--- src/shared/biop_pkg.sv ---
// package: register map, field positions and carriers for the octal i/o port
`default_nettype none
package biop_pkg;
    localparam int unsigned         WIDTH          = 8;
    localparam logic [11:0]         ADDR_PIN_LEVEL = 12'h000;
    localparam logic [11:0]         ADDR_LATCH     = 12'h004;
    localparam logic [11:0]         ADDR_DIR       = 12'h008;
    localparam logic [11:0]         ADDR_NEIGHBOR  = 12'h00C;
    localparam logic [11:0]         ADDR_MUX_CTRL  = 12'h010;
    localparam logic [11:0]         ADDR_STATUS    = 12'h014;
    localparam int unsigned         PULLUP_BIT     = 7;
    localparam int unsigned         NEIGH_DATA_W   = 4;
    localparam int unsigned         MUX_PWM_TRI    = 0;
    localparam int unsigned         PWM_PIN_LO     = 5;
    localparam logic [7:0]          LATCH_RST      = 8'h00;
    localparam logic [7:0]          DIR_RST        = 8'hFF;
    localparam logic [7:0]          NEIGH_RST      = 8'h00;
    localparam logic [7:0]          MUX_RST        = 8'h00;
    localparam logic [1:0]          HTRANS_NONSEQ  = 2'h2;
    localparam logic [2:0]          HSIZE_WORD     = 3'h2;

    // streaming parallel port side: drive data, enable and ownership of the pins
    typedef struct packed {
        logic       enable;
        logic [7:0] out_data;
        logic [7:0] out_en;
    } biop_stream_t;

    // enhanced pwm side: channel b,c,d levels, multi-output mode, shutdown
    typedef struct packed {
        logic       multi_out;
        logic [2:0] chan;
        logic       shutdown;
    } biop_pwm_t;
endpackage : biop_pkg
`default_nettype wire
--- src/rtl/biop_port.sv ---
// bidirectional octal i/o port with register file on ahb-lite
// Contract
// - direction bit 1 puts the pin driver in high impedance; with streaming enabled, out_en drives the pin regardless of direction
// - direction bit 0 drives the latch bit onto the pin
// - latch register is mapped; reads return latch, not pin levels
// - eight pins, each direction set independently
// - schmitt thresholds normally, ttl thresholds in streaming mode
// - one pull-up per pin, all enabled by bit 7 of neighbour register
// - pull-up off when pin is output or owned by a peripheral
// - reset clears the pull-up enable
// - reset leaves pwm-shared pins as digital inputs
// - streaming port data overrides latch; pins feed its input
// - pwm b,c,d drive pins 5,6,7 over latch and streaming data
// - pwm pins may tri-state on shutdown when configured
// - dual or quad pwm disables serial module functions here
// - with pull-up enable set, pull-up active only where latch bit set
//
// The AHB-Lite register port and the address map are this design's own decisions.
`default_nettype none
module biop_port #(
    parameter int unsigned           W = biop_pkg::WIDTH
) (
    input  wire logic                clock,
    input  wire logic                rst,
    input  wire logic                hsel,
    input  wire logic [31:0]         haddr,
    input  wire logic [1:0]          htrans,
    input  wire logic                hwrite,
    input  wire logic [2:0]          hsize,
    input  wire logic                hready,
    input  wire logic [31:0]         hwdata,
    output logic [31:0]              hrdata,
    output logic                     hreadyout,
    output logic                     hresp,
    input  wire logic [W-1:0]        port_pins_in,
    output logic [W-1:0]             port_pins_out,
    output logic [W-1:0]             port_pins_oe,
    output logic [W-1:0]             pullup_on,
    output logic                     ttl_thresholds,
    input  wire biop_pkg::biop_stream_t stream_in,
    output logic [W-1:0]                stream_rx_data,
    input  wire biop_pkg::biop_pwm_t pwm_in,
    input  wire logic [3:0]          neighbor_pins_in,
    output logic                     serial_disable
);
    // ------------------------------------------------------------
    // registers
    // ------------------------------------------------------------
    logic [W-1:0]  latch_r;
    logic [W-1:0]  dir_r;
    logic          pullup_en_r;
    logic [7:0]    mux_r;
    logic [W-1:0]  pins_r;
    logic [3:0]    neigh_pins_r;
    logic          wr_pend_r;
    logic [11:0]   addr_r;
    logic [W-1:0]  pin_out_nxt;
    logic [W-1:0]  pin_oe_nxt;
    logic [W-1:0]  owned;
    logic          acc;
    logic          wr_latch;
    logic [W-1:0]  pwm_lvl;

    function automatic logic [31:0] read_mux(input logic [11:0] a);
        case (a)
            biop_pkg::ADDR_PIN_LEVEL: read_mux = 32'(pins_r);
            biop_pkg::ADDR_LATCH:     read_mux = 32'(latch_r);
            biop_pkg::ADDR_DIR:       read_mux = 32'(dir_r);
            biop_pkg::ADDR_NEIGHBOR:  read_mux = {24'h000000, pullup_en_r, 3'h0, neigh_pins_r};
            biop_pkg::ADDR_MUX_CTRL:  read_mux = {24'h000000, mux_r};
            biop_pkg::ADDR_STATUS:    read_mux = {29'h0000000, pwm_in.multi_out,
                                                  stream_in.enable, pwm_in.shutdown};
            default:                  read_mux = 32'h00000000;
        endcase
    endfunction : read_mux

    // ------------------------------------------------------------
    // bus slave
    // ------------------------------------------------------------
    // zero wait states: write data lands one edge after the address phase
    assign acc = hsel && hready && (htrans == biop_pkg::HTRANS_NONSEQ);

    always_ff @(posedge clock)
    begin
        if (rst)
        begin
            wr_pend_r <= 1'b0;
            addr_r    <= 12'h000;
            hreadyout <= 1'b1;
            hresp     <= 1'b0;
        end
        else
        begin
            wr_pend_r <= acc && hwrite;
            if (acc)
                addr_r <= haddr[11:0];
            hreadyout <= 1'b1;
            hresp     <= 1'b0;
        end
    end

    // hrdata registered at address phase so it stands through the data phase
    // a read right behind a write to the same register still sees the old value
    always_ff @(posedge clock)
    begin
        if (rst)
            hrdata <= 32'h00000000;
        else if (acc && !hwrite)
            hrdata <= read_mux(haddr[11:0]);
    end

    // pin-level and latch writes both land in the latch
    assign wr_latch = wr_pend_r && (addr_r == biop_pkg::ADDR_LATCH ||
                                    addr_r == biop_pkg::ADDR_PIN_LEVEL);

    always_ff @(posedge clock)
    begin
        if (rst)
            latch_r <= biop_pkg::LATCH_RST;
        else if (wr_latch)
            latch_r <= hwdata[W-1:0];
    end

    always_ff @(posedge clock)
    begin
        if (rst)
            dir_r <= biop_pkg::DIR_RST;
        else if (wr_pend_r && addr_r == biop_pkg::ADDR_DIR)
            dir_r <= hwdata[W-1:0];
    end

    always_ff @(posedge clock)
    begin
        if (rst)
            pullup_en_r <= biop_pkg::NEIGH_RST[biop_pkg::PULLUP_BIT];
        else if (wr_pend_r && addr_r == biop_pkg::ADDR_NEIGHBOR)
            pullup_en_r <= hwdata[biop_pkg::PULLUP_BIT];
    end

    always_ff @(posedge clock)
    begin
        if (rst)
            mux_r <= biop_pkg::MUX_RST;
        else if (wr_pend_r && addr_r == biop_pkg::ADDR_MUX_CTRL)
            mux_r <= hwdata[7:0];
    end

    // ------------------------------------------------------------
    // pin sampling
    // ------------------------------------------------------------
    always_ff @(posedge clock)
    begin
        if (rst)
        begin
            pins_r         <= '0;
            neigh_pins_r   <= 4'h0;
            stream_rx_data <= '0;
        end
        else
        begin
            pins_r         <= port_pins_in;
            neigh_pins_r   <= neighbor_pins_in;
            stream_rx_data <= stream_in.enable ? port_pins_in : '0;
        end
    end

    // ------------------------------------------------------------
    // output steering, priority pwm > streaming > latch
    // ------------------------------------------------------------
    // channel levels lifted onto the upper pins so no index runs below zero
    assign pwm_lvl = W'(pwm_in.chan) << biop_pkg::PWM_PIN_LO;

    genvar g;
    generate
        for (g = 0; g < W; g++)
        begin : g_pin
            always_comb
            begin
                owned[g]       = 1'b0;
                pin_out_nxt[g] = latch_r[g];
                pin_oe_nxt[g]  = !dir_r[g];
                if (stream_in.enable)
                begin
                    owned[g]       = 1'b1;
                    pin_out_nxt[g] = stream_in.out_data[g];
                    pin_oe_nxt[g]  = stream_in.out_en[g];
                end
                // pwm pins honour direction so reset leaves them inputs
                if (g >= biop_pkg::PWM_PIN_LO && pwm_in.multi_out && !dir_r[g])
                begin
                    owned[g]       = 1'b1;
                    pin_out_nxt[g] = pwm_lvl[g];
                    pin_oe_nxt[g]  = !(pwm_in.shutdown && mux_r[biop_pkg::MUX_PWM_TRI]);
                end
            end
        end
    endgenerate

    always_ff @(posedge clock)
    begin
        if (rst)
        begin
            port_pins_out  <= '0;
            port_pins_oe   <= '0;
            pullup_on      <= '0;
            ttl_thresholds <= 1'b0;
            serial_disable <= 1'b0;
        end
        else
        begin
            port_pins_out  <= pin_out_nxt;
            port_pins_oe   <= pin_oe_nxt;
            // pull-up only on undriven, unowned pins whose latch is set
            pullup_on      <= {W{pullup_en_r}} & latch_r & dir_r & ~owned;
            ttl_thresholds <= stream_in.enable;
            serial_disable <= pwm_in.multi_out;
        end
    end
endmodule : biop_port
`default_nettype wire

--- config.mk ---
export PLATFORM = sky130hd
export DESIGN_NAME = biop_port
export DESIGN_NICKNAME = d
export VERILOG_FILES = /design/src/shared/biop_pkg.sv /design/src/rtl/biop_port.sv
export SDC_FILE = /design/constraint.sdc
export NUM_CORES = 1
export LEC_CHECK = 0
export BUFFER_PORTS_ARGS = -buffer_cell sky130_fd_sc_hd__buf_2
export CAP_MARGIN = 20
export CORE_MARGIN = 2
export CORE_UTILIZATION = 26
export CTS_BUF_LIST = sky130_fd_sc_hd__clkbuf_16
export DETAILED_ROUTE_END_ITERATION = 12
export GPL_TIMING_DRIVEN = 0
export PLACE_DENSITY = 0.55
export REMOVE_ABC_BUFFERS = 1
export SYNTH_ARGS = -nofsm -noshare
export SYNTH_HDL_FRONTEND = slang
export SYNTH_SLANG_ARGS = --single-unit
--- constraint.sdc ---
create_clock -name clock -period 1.75 [get_ports clock]
set_input_delay 0.0875 -clock clock [delete_from_list [all_inputs] [get_ports clock]]
set_output_delay 0.0875 -clock clock [all_outputs]
set_load 0.02 [all_outputs]
== Word level (Yosys, flattened, before mapping) ==
Index checks and enable logic that the tools add are counted.
Widths: inputs -> output; s select.

* Output and inout bits: 68
* Logic and storage cells: 83
* ROM bits: 0
* Input bits: 108
* RAM bits: 0
* Memories: 0
* Latch bits: 0
* Register bits: 116

* Multiply operators: 0
* Mux-type cells: 27
* Magnitude comparators: 0
* Bitwise gates (word level): 5
* Eq/ne operators: 10
* Reduce and logical (&&, ||, !) cells: 26
* Shift operators: 0
* Divide/modulo/power cells: 0
* Add/subtract/negate cells: 0

{| class="wikitable"
|+ Operator list
! operator !! count
|-
| $eq 12x4->1 const B || 4
|-
| $pmux 8 s6 || 1
|-
| $eq 12x5->1 const B || 3
|-
| $mux 1 || 26
|-
| $and 8x8->8 || 3
|-
| $eq 12x3->1 const B || 2
|-
| $logic_not 12->1 || 2
|-
| $logic_and 1x1->1 || 12
|-
| $logic_not 1->1 || 10
|-
| $not 8->8 || 1
|-
| $eq 2x2->1 const B || 1
|-
| $reduce_or 2->1 || 1
|-
| $logic_or 1x1->1 || 1
|-
| $not 1->1 || 1
|}

== Logic depth before layout (Yosys ltp) ==
Gate-level depths: netlist of run 1.

* Word-level depth: 5
* Depth in mapped cells: 6
* Mapped depth without buffers: 4

== Worst setup path after synthesis of run 1 ==
OpenSTA, ideal clock, no wires.

* Kind: register -> register
* Start: register addr_r[6]
* End: register dir_r[0]
* Library setup time: 0.120 ns
* Required time: 1.630 ns
* Clock period less this slack: 1.466 ns
* Path slack: 0.284 ns
* Stages on the path, launching flop included: 5
* Data arrival time: 1.347 ns
* Path through: dfxtp_1 -> nor4_4 -> nand4_4 -> buf_6 -> a211o_1

* Longest elaborated chain between the ends: 2

{| class="wikitable"
|+ RTL lines
! item !! RTL line !! text
|-
| start: declaration || biop_port.sv:56 || <nowiki>logic [11:0] addr_r;</nowiki>
|-
| start signal: assignment || biop_port.sv:96 || <nowiki>addr_r <= haddr[11:0];</nowiki>
|-
| $eq 12x4->1 || biop_port.sv:128 || <nowiki>else if (wr_pend_r && addr_r == biop_pkg::ADDR_DIR)</nowiki>
|-
| $logic_and 1x1->1 || biop_port.sv:128 ||
|-
| end signal: assignment || biop_port.sv:127 || <nowiki>dir_r <= biop_pkg::DIR_RST;</nowiki>
|-
| end signal: assignment || biop_port.sv:129 || <nowiki>dir_r <= hwdata[W-1:0];</nowiki>
|-
| end: declaration || biop_port.sv:50 || <nowiki>logic [W-1:0] dir_r;</nowiki>
|}

No other way between the ends.
A chain may end at the register's enable or synchronous reset.

== Worst setup path after layout of run 1 ==
* Start: input haddr[0]
* End: register hrdata[3]

* Longest elaborated chain between the ends: 2

{| class="wikitable"
|+ RTL lines
! item !! RTL line !! text
|-
| start: declaration || biop_port.sv:26 || <nowiki>input wire logic [31:0] haddr,</nowiki>
|-
| $eq 12x5->1 (tied with other cells) || biop_port.sv:65 || <nowiki>case (a)</nowiki>
|-
| $pmux 8 s6 * || biop_port.sv:65 ||
|-
| end signal: assignment || biop_port.sv:109 || <nowiki>hrdata <= read_mux(haddr[11:0]);</nowiki>
|-
| end: declaration || biop_port.sv:32 || <nowiki>output logic [31:0] hrdata,</nowiki>
|}

Mark *: on every way between the ends. The rest lies on a longest branch, timed or not.

==> summary.txt, run 1 <==
Post-route ant nets - 0
WP data required - 2040 ps
Min cycle time layout - 1623 ps
Post-Route WL - 10150 microns
Slowest CP cell - dlygate4sd3_1
Area Overhead vs Synth - 31.35%
Status - complete, no violations
CP Capture Type - flip-flop
Fraction of final layout cells sized beyond drive strength 1 - 0.2614
Setup CP Type - in -> reg
LEAKAGE - 0.002301 uW
Post-DP HPWL - 6844 microns
Top-area cell type share of the netlist area - 0.4884
WP data arrival - 1920 ps
GR peak layer - met2
Fmax - 0.6162 GHz
GR Layer Usage met2 - 0.2237
Synth Cell Area - 0.003771 sq mm
Hold depth - 2
Area contributors post-synth - dfxtp_1 49%, mux2i_1 7.7%, nor2_1 5.4%, buf_4 5.2%, nor2b_1 3.2%
RSZ-0062 raised after global routing - yes
PortBufs - 102
Max incr delay on CP - 530 ps
Initial antenna violation count - 0
Mapped Cells - 397
VDD IR max - 0.4726 mV
Seq cells post-synth - 92
TritonCTS buffer count - 9
Hold Path Class - in -> reg
Crit-path leading delay family - buffers and inverters
Netlist cell types - 43
Via density - 4.330
Starting Density - 0.2625
Post-synth ARST share - 0
Register area share after synthesis - 0.4884
Largest net degree at the start of global routing - 44
Die height - 124.4 microns
Critical path, cell by cell - dlygate4sd3_1 > buf_2 > nor3_1 > nand4_1 > a211oi_1 > a22o_1
Reg clk slew, reported paths - 60 ps
Period utilisation layout - 0.9273
Utilization after layout - 0.3447
Global-route wire length before repair - 15930 microns
ANT cells - 0
I/O pin cnt - 176
Syn Area/Cell - 9.499 sq um
Most used DFF post-synth - dfxtp_1
Reg2reg path depth - 4
Die width - 124.4 microns
Later-pin clock latency in the skew report - 340 ps
Power per cell area - 882.5 mW/mm^2
Vias in the first global route - 3061
Post-route DRC - 0
Fin. Hold Viols - 0
Slew Viols, Final - 0
WP depth - 6
Clk_skew - 5.905 ps
Grt total ovfl - 0
Final Wtd Congestion - 0.7332
Row count - 44
Via Count - 3083
Net count, final - 631
Core area - 0.01437 sq mm
Die area - 0.01548 sq mm
Min Hold Slack - 8.619 ps
# clock sinks - 92
Global Route met1 Usage - 0.1611
H-tree levels - 3
CTS tree - done
CP max FO - 4
Setup violators final - 0
DRT iter0 DRCs - 126
Yosys top cell by area - dfxtp_1
Met3 Use GR - 0.03351
Buf/Inv on CP - 2
Tot GR Track Use - 0.1317
Buffers from clock root to sink, at most - 2
Tightest Pin Transition - 832.5 ps
MaxCap Viol Count - 0
Root buffer cell - clkbuf_16
Pre-Repair DR Iteration Count - 4
EDFF count, synth - 0
DR WL/cell - 14.26 microns
Synth warn - 0
Startpoint types - primary input
Slew margin rel. - 0.4426
## where the power goes
| part | total, uW | internal (uW) | switching, uW | leakage [uW] |
|---|---|---|---|---|
| Combinational | 464 | 198 | 266 | 0.00142 |
| Sequential | 2160 | 2140 | 16.7 | 0.000749 |
| Clock | 1750 | 940 | 810 | 0.000127 |
| Total | 4370 | 3280 | 1090 | 0.00230 |
## kinds of logic (layout without fill, tap and decap cells)
group | Yosys count | count (layout) | synth area share
AOI/OAI and AO/OA | 64 | 64 | 0.1125
and+or+nand+nor | 145 | 145 | 0.2050
DFF | 92 | 92 | 0.4884
buffers and inverters | 56 | 163 | 0.08527
other | 2 | 26 | 0.001991
muxes | 38 | 38 | 0.1068
## cell type report
class / count / area [sq um]
Inverter: 9 / 33.78
Clock inverter: 7 / 33.78
Clock buffer: 9 / 225.2
Fill cell: 1511 / 9415
Sequential cell: 92 / 1842
Timing Repair Buffer: 138 / 868.3
Multi-Input combinational cell: 273 / 1720
Tap cell: 184 / 230.2
## flip-flops by register name (all words and copies together), names as in the netlist, 4 cells and up
signal	count
addr_r	12
dir_r	8
hrdata	8
latch_r	8
mux_r	8
neigh_pins_r	4
pins_r	8
port_pins_oe	8
port_pins_out	8
pullup_on	8
stream_rx_data	8
## cell usage after synthesis (all sizes together), types with 3 or more instances
cell type	number
nor3b	4
and3	8
buf	35
a31oi	8
o2bb2ai	3
o21ai	5
a22oi	8
a21oi	21
a2bb2oi	3
mux2	8
nor4	3
a211o	9
nor2b	19
nor3	5
clkbuf	12
inv	9
nand4	5
nand2	27
dfxtp	92
nor2	54
and2	8
mux2i	29
## layout by cell type (no fill, tap or decap), drive strengths merged, types with 2 or more instances in the layout
cell type | synthesis | final
buf | 35 | 108
dfxtp | 92 | 92
nor2 | 54 | 54
dlygate4sd3 | 0 | 30
mux2i | 29 | 29
nand2 | 27 | 27
conb | 2 | 26
a21oi | 21 | 21
nor2b | 19 | 19
inv | 9 | 9
a211o | 9 | 9
clkbuf | 12 | 9
mux2 | 8 | 8
a22oi | 8 | 8
a31oi | 8 | 8
and2 | 8 | 8
and3 | 8 | 8
clkinv | 0 | 6
nor3 | 5 | 5
o21ai | 5 | 5
nand4 | 5 | 5
nor3b | 4 | 4
a2bb2oi | 3 | 3
o2bb2ai | 3 | 3
nor4 | 3 | 3
nand2b | 2 | 2
o22ai | 2 | 2
a22o | 2 | 2
or2 | 2 | 2
nand3 | 2 | 2
a21o | 2 | 2
## timing repair
item / CTS / global route
hold buffers: 30 / 0
hold endpoints to repair: 30 / 0
setup endpoints to repair: 16 / 24
pin swaps: 0 / 4
buffers inserted: 0 / 5
gates resized for setup: 0 / 2
## worst reg2reg max path, delay by kind of cell, from the launching register on
kind / cells / cell delay (ps)
and+or+nand+nor: 2 / 560
AOI/OAI and AO/OA: 1 / 380
buffers and inverters: 1 / 160
DFF: 1 / 340
## worst paths after layout
kind,from,to,slack [ps]
worst min-delay path,port_pins_in[1],pins_r[1]$_SDFF_PP0_,9
worst max register to register,addr_r[9]$_SDFFE_PP0P_,dir_r[5]$_SDFFE_PP1P_,190
worst max-delay path,haddr[0],hrdata[3]$_SDFFE_PP0P_,130
worst min register to register,addr_r[10]$_SDFFE_PP0P_,addr_r[10]$_SDFFE_PP0P_,450
## layer usage
metal  routed length [microns]  part of all wire  vias up
li1                          -                 -     1558
met1                      4599              0.45     1441
met2                      4975              0.49       70
met4                       157             0.015        0
met5                         0                 0        -
met3                       419             0.041       14
## stage by stage
stage | area [sq um] | power, uW | TNS (ps) | cells | setup WS (ps)
after floorplan | 3573 | 2406 | 0 | 374 | 305.6
after global placement | 4314 | 2595 | -7689 | 660 | -753.3
after detailed placement | 4339 | 2607 | -983.0 | 661 | -112.2
after CTS | 4898 | 4423 | -1172 | 707 | -118.4
after global routing | 4954 | 4558 | -7.492 | 712 | -7.436
final | 4954 | 4372 | 0 | 712 | 127.3
Power figures use the tool's default switching activity.
==> run 2: changes to the inputs <==
--- a/config.mk
+++ b/config.mk
@@ -7,12 +7,14 @@
 export LEC_CHECK = 0
 export BUFFER_PORTS_ARGS = -buffer_cell sky130_fd_sc_hd__buf_2
 export CAP_MARGIN = 20
+export CELL_PAD_IN_SITES_DETAIL_PLACEMENT = 0
+export CELL_PAD_IN_SITES_GLOBAL_PLACEMENT = 2
 export CORE_MARGIN = 2
 export CORE_UTILIZATION = 26
 export CTS_BUF_LIST = sky130_fd_sc_hd__clkbuf_16
 export DETAILED_ROUTE_END_ITERATION = 12
 export GPL_TIMING_DRIVEN = 0
-export PLACE_DENSITY = 0.55
+export PLACE_DENSITY_LB_ADDON = 0.25
 export REMOVE_ABC_BUFFERS = 1
 export SYNTH_ARGS = -nofsm -noshare
 export SYNTH_HDL_FRONTEND = slang
==> summary.txt, run 2 (synthesized netlist as in run 1, its figures left out) <==
Status - complete, no violations
Root buffer cell - clkbuf_16
DR WL/cell - 14.53 microns
Buffers from clock root to sink, at most - 2
Vias in the first global route - 3091
Fraction of final layout cells sized beyond drive strength 1 - 0.2566
Die height - 124.4 microns
Global-route wire length before repair - 16220 microns
DRT iter0 DRCs - 131
WP data required - 2030 ps
Core area - 0.01437 sq mm
Fmax - 0.6399 GHz
Starting Density - 0.2625
Die width - 124.4 microns
Final Wtd Congestion - 0.7408
Power per cell area - 878.3 mW/mm^2
Post-route ant nets - 0
Slew Viols, Final - 0
MaxCap Viol Count - 0
Via density - 4.351
Commonest non-fill, non-tap cell in the layout - buf_2
Min Hold Slack - 22.46 ps
Pre-Repair DR Iteration Count - 5
Net count, final - 637
Hold Path Class - in -> reg
Grt total ovfl - 0
Min cycle time layout - 1563 ps
CP Capture Type - flip-flop
Slew margin rel. - 0.4181
Crit-path leading delay family - buffers and inverters
CTS tree - done
Post-Route WL - 10430 microns
Buf/Inv on CP - 2
RSZ-0062 raised after global routing - no
Setup CP Type - in -> reg
Die area - 0.01548 sq mm
TritonCTS buffer count - 9
Clk_skew - 8.420 ps
Slowest CP cell - dlygate4sd3_1
Place WS - -127.0 ps
Post-route DRC - 0
Critical path, cell by cell - dlygate4sd3_1 > buf_2 > nor3_1 > nand4_1 > a211o_1 > o2bb2ai_1
WP data arrival - 1840 ps
Largest net degree at the start of global routing - 76
Later-pin clock latency in the skew report - 350 ps
I/O pin cnt - 176
Initial antenna violation count - 0
Most flop-heavy register - addr_r
CP max FO - 4
Period utilisation layout - 0.8930
Largest register FFs - 12
Tot GR Track Use - 0.1349
Max incr delay on CP - 530 ps
LEAKAGE - 0.002333 uW
Post-DP HPWL - 6758 microns
Via Count - 3124
PortBufs - 102
# clock sinks - 92
VDD IR max - 0.4602 mV
Fin. Hold Viols - 0
ANT cells - 0
Startpoint types - primary input
Most frequent cells in the layout - 101 x buf_2, 92 x dfxtp_1, 54 x nor2_1
Non-filler cells, final - 718
Area Overhead vs Synth - 33.44%
Utilization after layout - 0.3502
DP Cell Count - 660
Reg clk slew, reported paths - 60 ps
Row count - 44
H-tree levels - 3
Final worst setup slack - 187.3 ps
Setup violators final - 0
Setup total negative slack - 0 ps
Tightest Pin Transition - 869.1 ps
run 2: worst reg2reg max path, delay by kind of cell (launching register included):
family	cells	cell delay (ps)
buf+inv	1	200
simple gates	3	610
flops	1	340
mux	1	240
run 2: per-layer routing:
layer | share of wire | global-route usage | vias up
met5 | 0 | 0 | -
met4 | 0.015 | 0.03966 | 0
met3 | 0.051 | 0.04424 | 11
met2 | 0.48 | 0.2311 | 85
met1 | 0.46 | 0.1607 | 1458
li1 | - | - | 1570
run 2: per-stage QoR:
step | cell area (sq um) | total power (uW)
2_1_floorplan | 3573 | 2406
3_3_place_gp | 4314 | 2600
3_5_place_dp | 4322 | 2604
4_1_cts | 4980 | 4505
5_1_grt | 5032 | 4620
6_report | 5032 | 4420
run 2: timing repair:
action / in CTS / in global routing
resized for setup: 0 / 2
hold buffers: 39 / 0
pin swaps: 0 / 4
buffers inserted: 0 / 3
endpoints found under the setup margin: 16 / 16
hold endpoints to repair: 42 / 0
run 2: worst paths after layout:
| check | start | endpoint | slack [ps] | cells past startpoint |
|---|---|---|---|---|
| setup / recovery | haddr[0] | hrdata[4]$_SDFFE_PP0P_ | 190 | 6 |
| hold / removal | hwdata[3] | mux_r[3]$_SDFFE_PP0P_ | 20 | 3 |
| setup reg to reg | addr_r[9]$_SDFFE_PP0P_ | latch_r[4]$_SDFFE_PP0P_ | 230 | 5 |
| hold reg to reg | hrdata[6]$_SDFFE_PP0P_ | hrdata[6]$_SDFFE_PP0P_ | 470 | 1 |
run 2: final cells by class:
cell class                 instances  area [sq um]
fill                            1512          9336
sequential                        92          1842
multi-input combinational        273          1720
timing repair buffer             144         938.4
tap                              184         230.2
clock buffer                       9         225.2
clock inverter                     7         42.54
inverter                           9         33.78
run 2: power breakdown:
| group | switching (uW) | internal (uW) | leakage, uW |
|---|---|---|---|
| combinational | 265 | 204 | 0.00145 |
| clock | 838 | 955 | 0.000133 |
| sequential | 17.3 | 2140 | 0.000749 |
==> run 3: changes to the inputs <==
--- a/config.mk
+++ b/config.mk
@@ -10,11 +10,11 @@
 export CELL_PAD_IN_SITES_DETAIL_PLACEMENT = 0
 export CELL_PAD_IN_SITES_GLOBAL_PLACEMENT = 2
 export CORE_MARGIN = 2
-export CORE_UTILIZATION = 26
+export CORE_UTILIZATION = 24
 export CTS_BUF_LIST = sky130_fd_sc_hd__clkbuf_16
 export DETAILED_ROUTE_END_ITERATION = 12
 export GPL_TIMING_DRIVEN = 0
-export PLACE_DENSITY_LB_ADDON = 0.25
+export PLACE_DENSITY_LB_ADDON = 0.1
 export REMOVE_ABC_BUFFERS = 1
 export SYNTH_ARGS = -nofsm -noshare
 export SYNTH_HDL_FRONTEND = slang
==> constraint.sdc (replaced) <==
create_clock -name clock -period 1.4 [get_ports clock]
set_input_delay 0.07 -clock clock [delete_from_list [all_inputs] [get_ports clock]]
set_output_delay 0.07 -clock clock [all_outputs]
set_load 0.02 [all_outputs]
==> summary.txt, run 3 (synthesized netlist as in run 1, its figures left out) <==
Final Wtd Congestion - 0.6865
Status - finished with violations
ANT cells - 0
H-tree levels - 3
Buf/Inv on CP - 2
WP depth - 5
Hold Path Class - in -> reg
DP Cell Count - 687
CP Launch Point - addr_r[9]$_SDFFE_PP0P_
Fin. Hold Viols - 0
Reg2reg start - addr_r[9]$_SDFFE_PP0P_
Most flop-heavy register - addr_r
Fraction of final layout cells sized beyond drive strength 1 - 0.2752
Initial antenna violation count - 0
Reg2reg path depth - 5
Root buffer cell - clkbuf_16
Tightest Pin Transition - 906.3 ps
PortBufs - 102
Die width - 129.4 microns
Core area - 0.01526 sq mm
Pre-Repair DR Iteration Count - 4
# clock sinks - 92
Slew Viols, Final - 0
Power per cell area - 1127 mW/mm^2
Non-filler cells, final - 756
CP endpoint - dir_r[0]$_SDFFE_PP1P_
Reg clk slew, reported paths - 70 ps
Die height - 129.4 microns
TritonCTS buffer count - 9
Period utilisation layout - 1.045
Post-route ant nets - 0
Grt total ovfl - 0
Post-Route WL - 10760 microns
Slew margin rel. - 0.3958
Crit-path leading delay family - simple AND/OR/NAND/NOR gates
R2R Setup Slk - -60 ps
Starting Density - 0.2472
Max incr delay on CP - 340 ps
Tot GR Track Use - 0.1336
Area Overhead vs Synth - 39.65%
DRT iter0 DRCs - 105
LEAKAGE - 0.002417 uW
Most frequent cells in the layout - 101 x buf_2, 90 x dfxtp_1, 54 x nor2_1
Vias in the first global route - 2893
Min cycle time layout - 1463 ps
Fillers - 1636
Slowest CP cell - dfxtp_2
RSZ-0062 raised after global routing - yes
VDD IR max - 0.6760 mV
Commonest non-fill, non-tap cell in the layout - buf_2
Fmax - 0.6835 GHz
WP data arrival - 1700 ps
Post-route DRC - 0
Row count - 45
DR WL/cell - 14.23 microns
Global-route wire length before repair - 16480 microns
Final worst setup slack - -63.09 ps
WP data required - 1640 ps
Failing checks - setup timing
I/O pin cnt - 176
Clk_skew - 5.856 ps
Largest net degree at the start of global routing - 76
MaxCap Viol Count - 0
Largest register FFs - 12
Via Count - 3141
Min Hold Slack - 20.32 ps
Reg2reg end - dir_r[0]$_SDFFE_PP1P_
Setup CP Type - reg -> reg
Die area - 0.01673 sq mm
Later-pin clock latency in the skew report - 350 ps
Via density - 4.155
CTS tree - done
Net count, final - 648
CP max FO - 16
Buffers from clock root to sink, at most - 2
Startpoint types - flip-flop
Post-DP HPWL - 6925 microns
Setup violators final - 15
Critical path, cell by cell - nor4_4 > buf_6 > nand4_4 > buf_12 > a211o_1
CP Capture Type - flip-flop
==> run 3: cell types whose count changed in the layout (fill, tap and decap cells not counted), sizes merged <==
| cell | previous run | this run |
|---|---|---|
| inv | 11 | 9 |
| bufinv | 0 | 2 |
| buf | 105 | 111 |
| clkinv | 3 | 2 |
| clkinvlp | 2 | 3 |
| dlygate4sd3 | 39 | 44 |
==> run 3: through the flow <==
step / util / area (sq um) / power, uW / setup TNS [ps] / worst slack (ps)
finish: 0.3451 / 5266 / 5937 / -524.4 / -63.09
global route: 0.3451 / 5266 / 6221 / -2751 / -125.1
CTS: 0.3443 / 5254 / 6064 / -802.7 / -63.04
detailed placement: 0.2854 / 4355 / 3260 / -14310 / -467.4
global placement: 0.2850 / 4348 / 3257 / -32960 / -1299
floorplan: - / 3573 / 3008 / -852.4 / -44.38
==> run 3: final cells by class <==
cell class,instances,area [sq um],area share
clock buffers,9,225.2,0.04277
clock inverters,7,91.34,0.01734
inverters,9,33.78,0.006415
multi-input cells,273,1743,0.3310
flip-flops and latches,92,1844,0.3502
well taps,211,264.0,0.05013
repair buffers,155,1065,0.2022
==> run 3: worst min path at each step <==
stage / slack [ps] / endpoint / cells past startpoint / from
2_1_floorplan: 140 / addr_r[0]$_SDFFE_PP0P_ / 1 / rst
3_3_place_gp: 290 / neigh_pins_r[3]$_SDFF_PP0_ / 2 / neighbor_pins_in[3]
3_5_place_dp: 280 / neigh_pins_r[3]$_SDFF_PP0_ / 2 / neighbor_pins_in[3]
4_1_cts: 8 / port_pins_oe[6]$_SDFF_PP0_ / 3 / stream_in[6]
5_1_grt: 9 / port_pins_oe[6]$_SDFF_PP0_ / 3 / stream_in[6]
6_report: 20 / port_pins_oe[6]$_SDFF_PP0_ / 3 / stream_in[6]
==> run 3: repair_timing <==
| item | in CTS | in global routing |
|---|---|---|
| hold buffers | 44 | 0 |
| buffers inserted | 9 | 0 |
| cloned | 0 | 0 |
| setup endpoints to repair | 34 | 37 |
| gates resized for setup | 11 | 3 |
| pin swaps | 5 | 0 |
| endpoints found under the hold margin | 51 | 0 |
==> run 3: report_power, final <==
part / internal (uW) / total (uW) / switching (uW)
Sequential: 2680 / 2700 / 21.0
Combinational: 271 / 610 / 339
Clock: 1560 / 2630 / 1080
Total: 4500 / 5940 / 1440
==> run 3: worst min-delay path: stages <==
cell	delay, ps
buf_2	110
nor2_1	90
nor3_1	60
==> run 3: per-layer routing <==
metal  vias to the layer above  track usage  share of wire
met1                      1449       0.1709           0.46
met4                         0      0.04028          0.012
met2                        84       0.2146           0.47
met5                         -            0              0
met3                         8      0.04418          0.056
li1                       1600            -              -
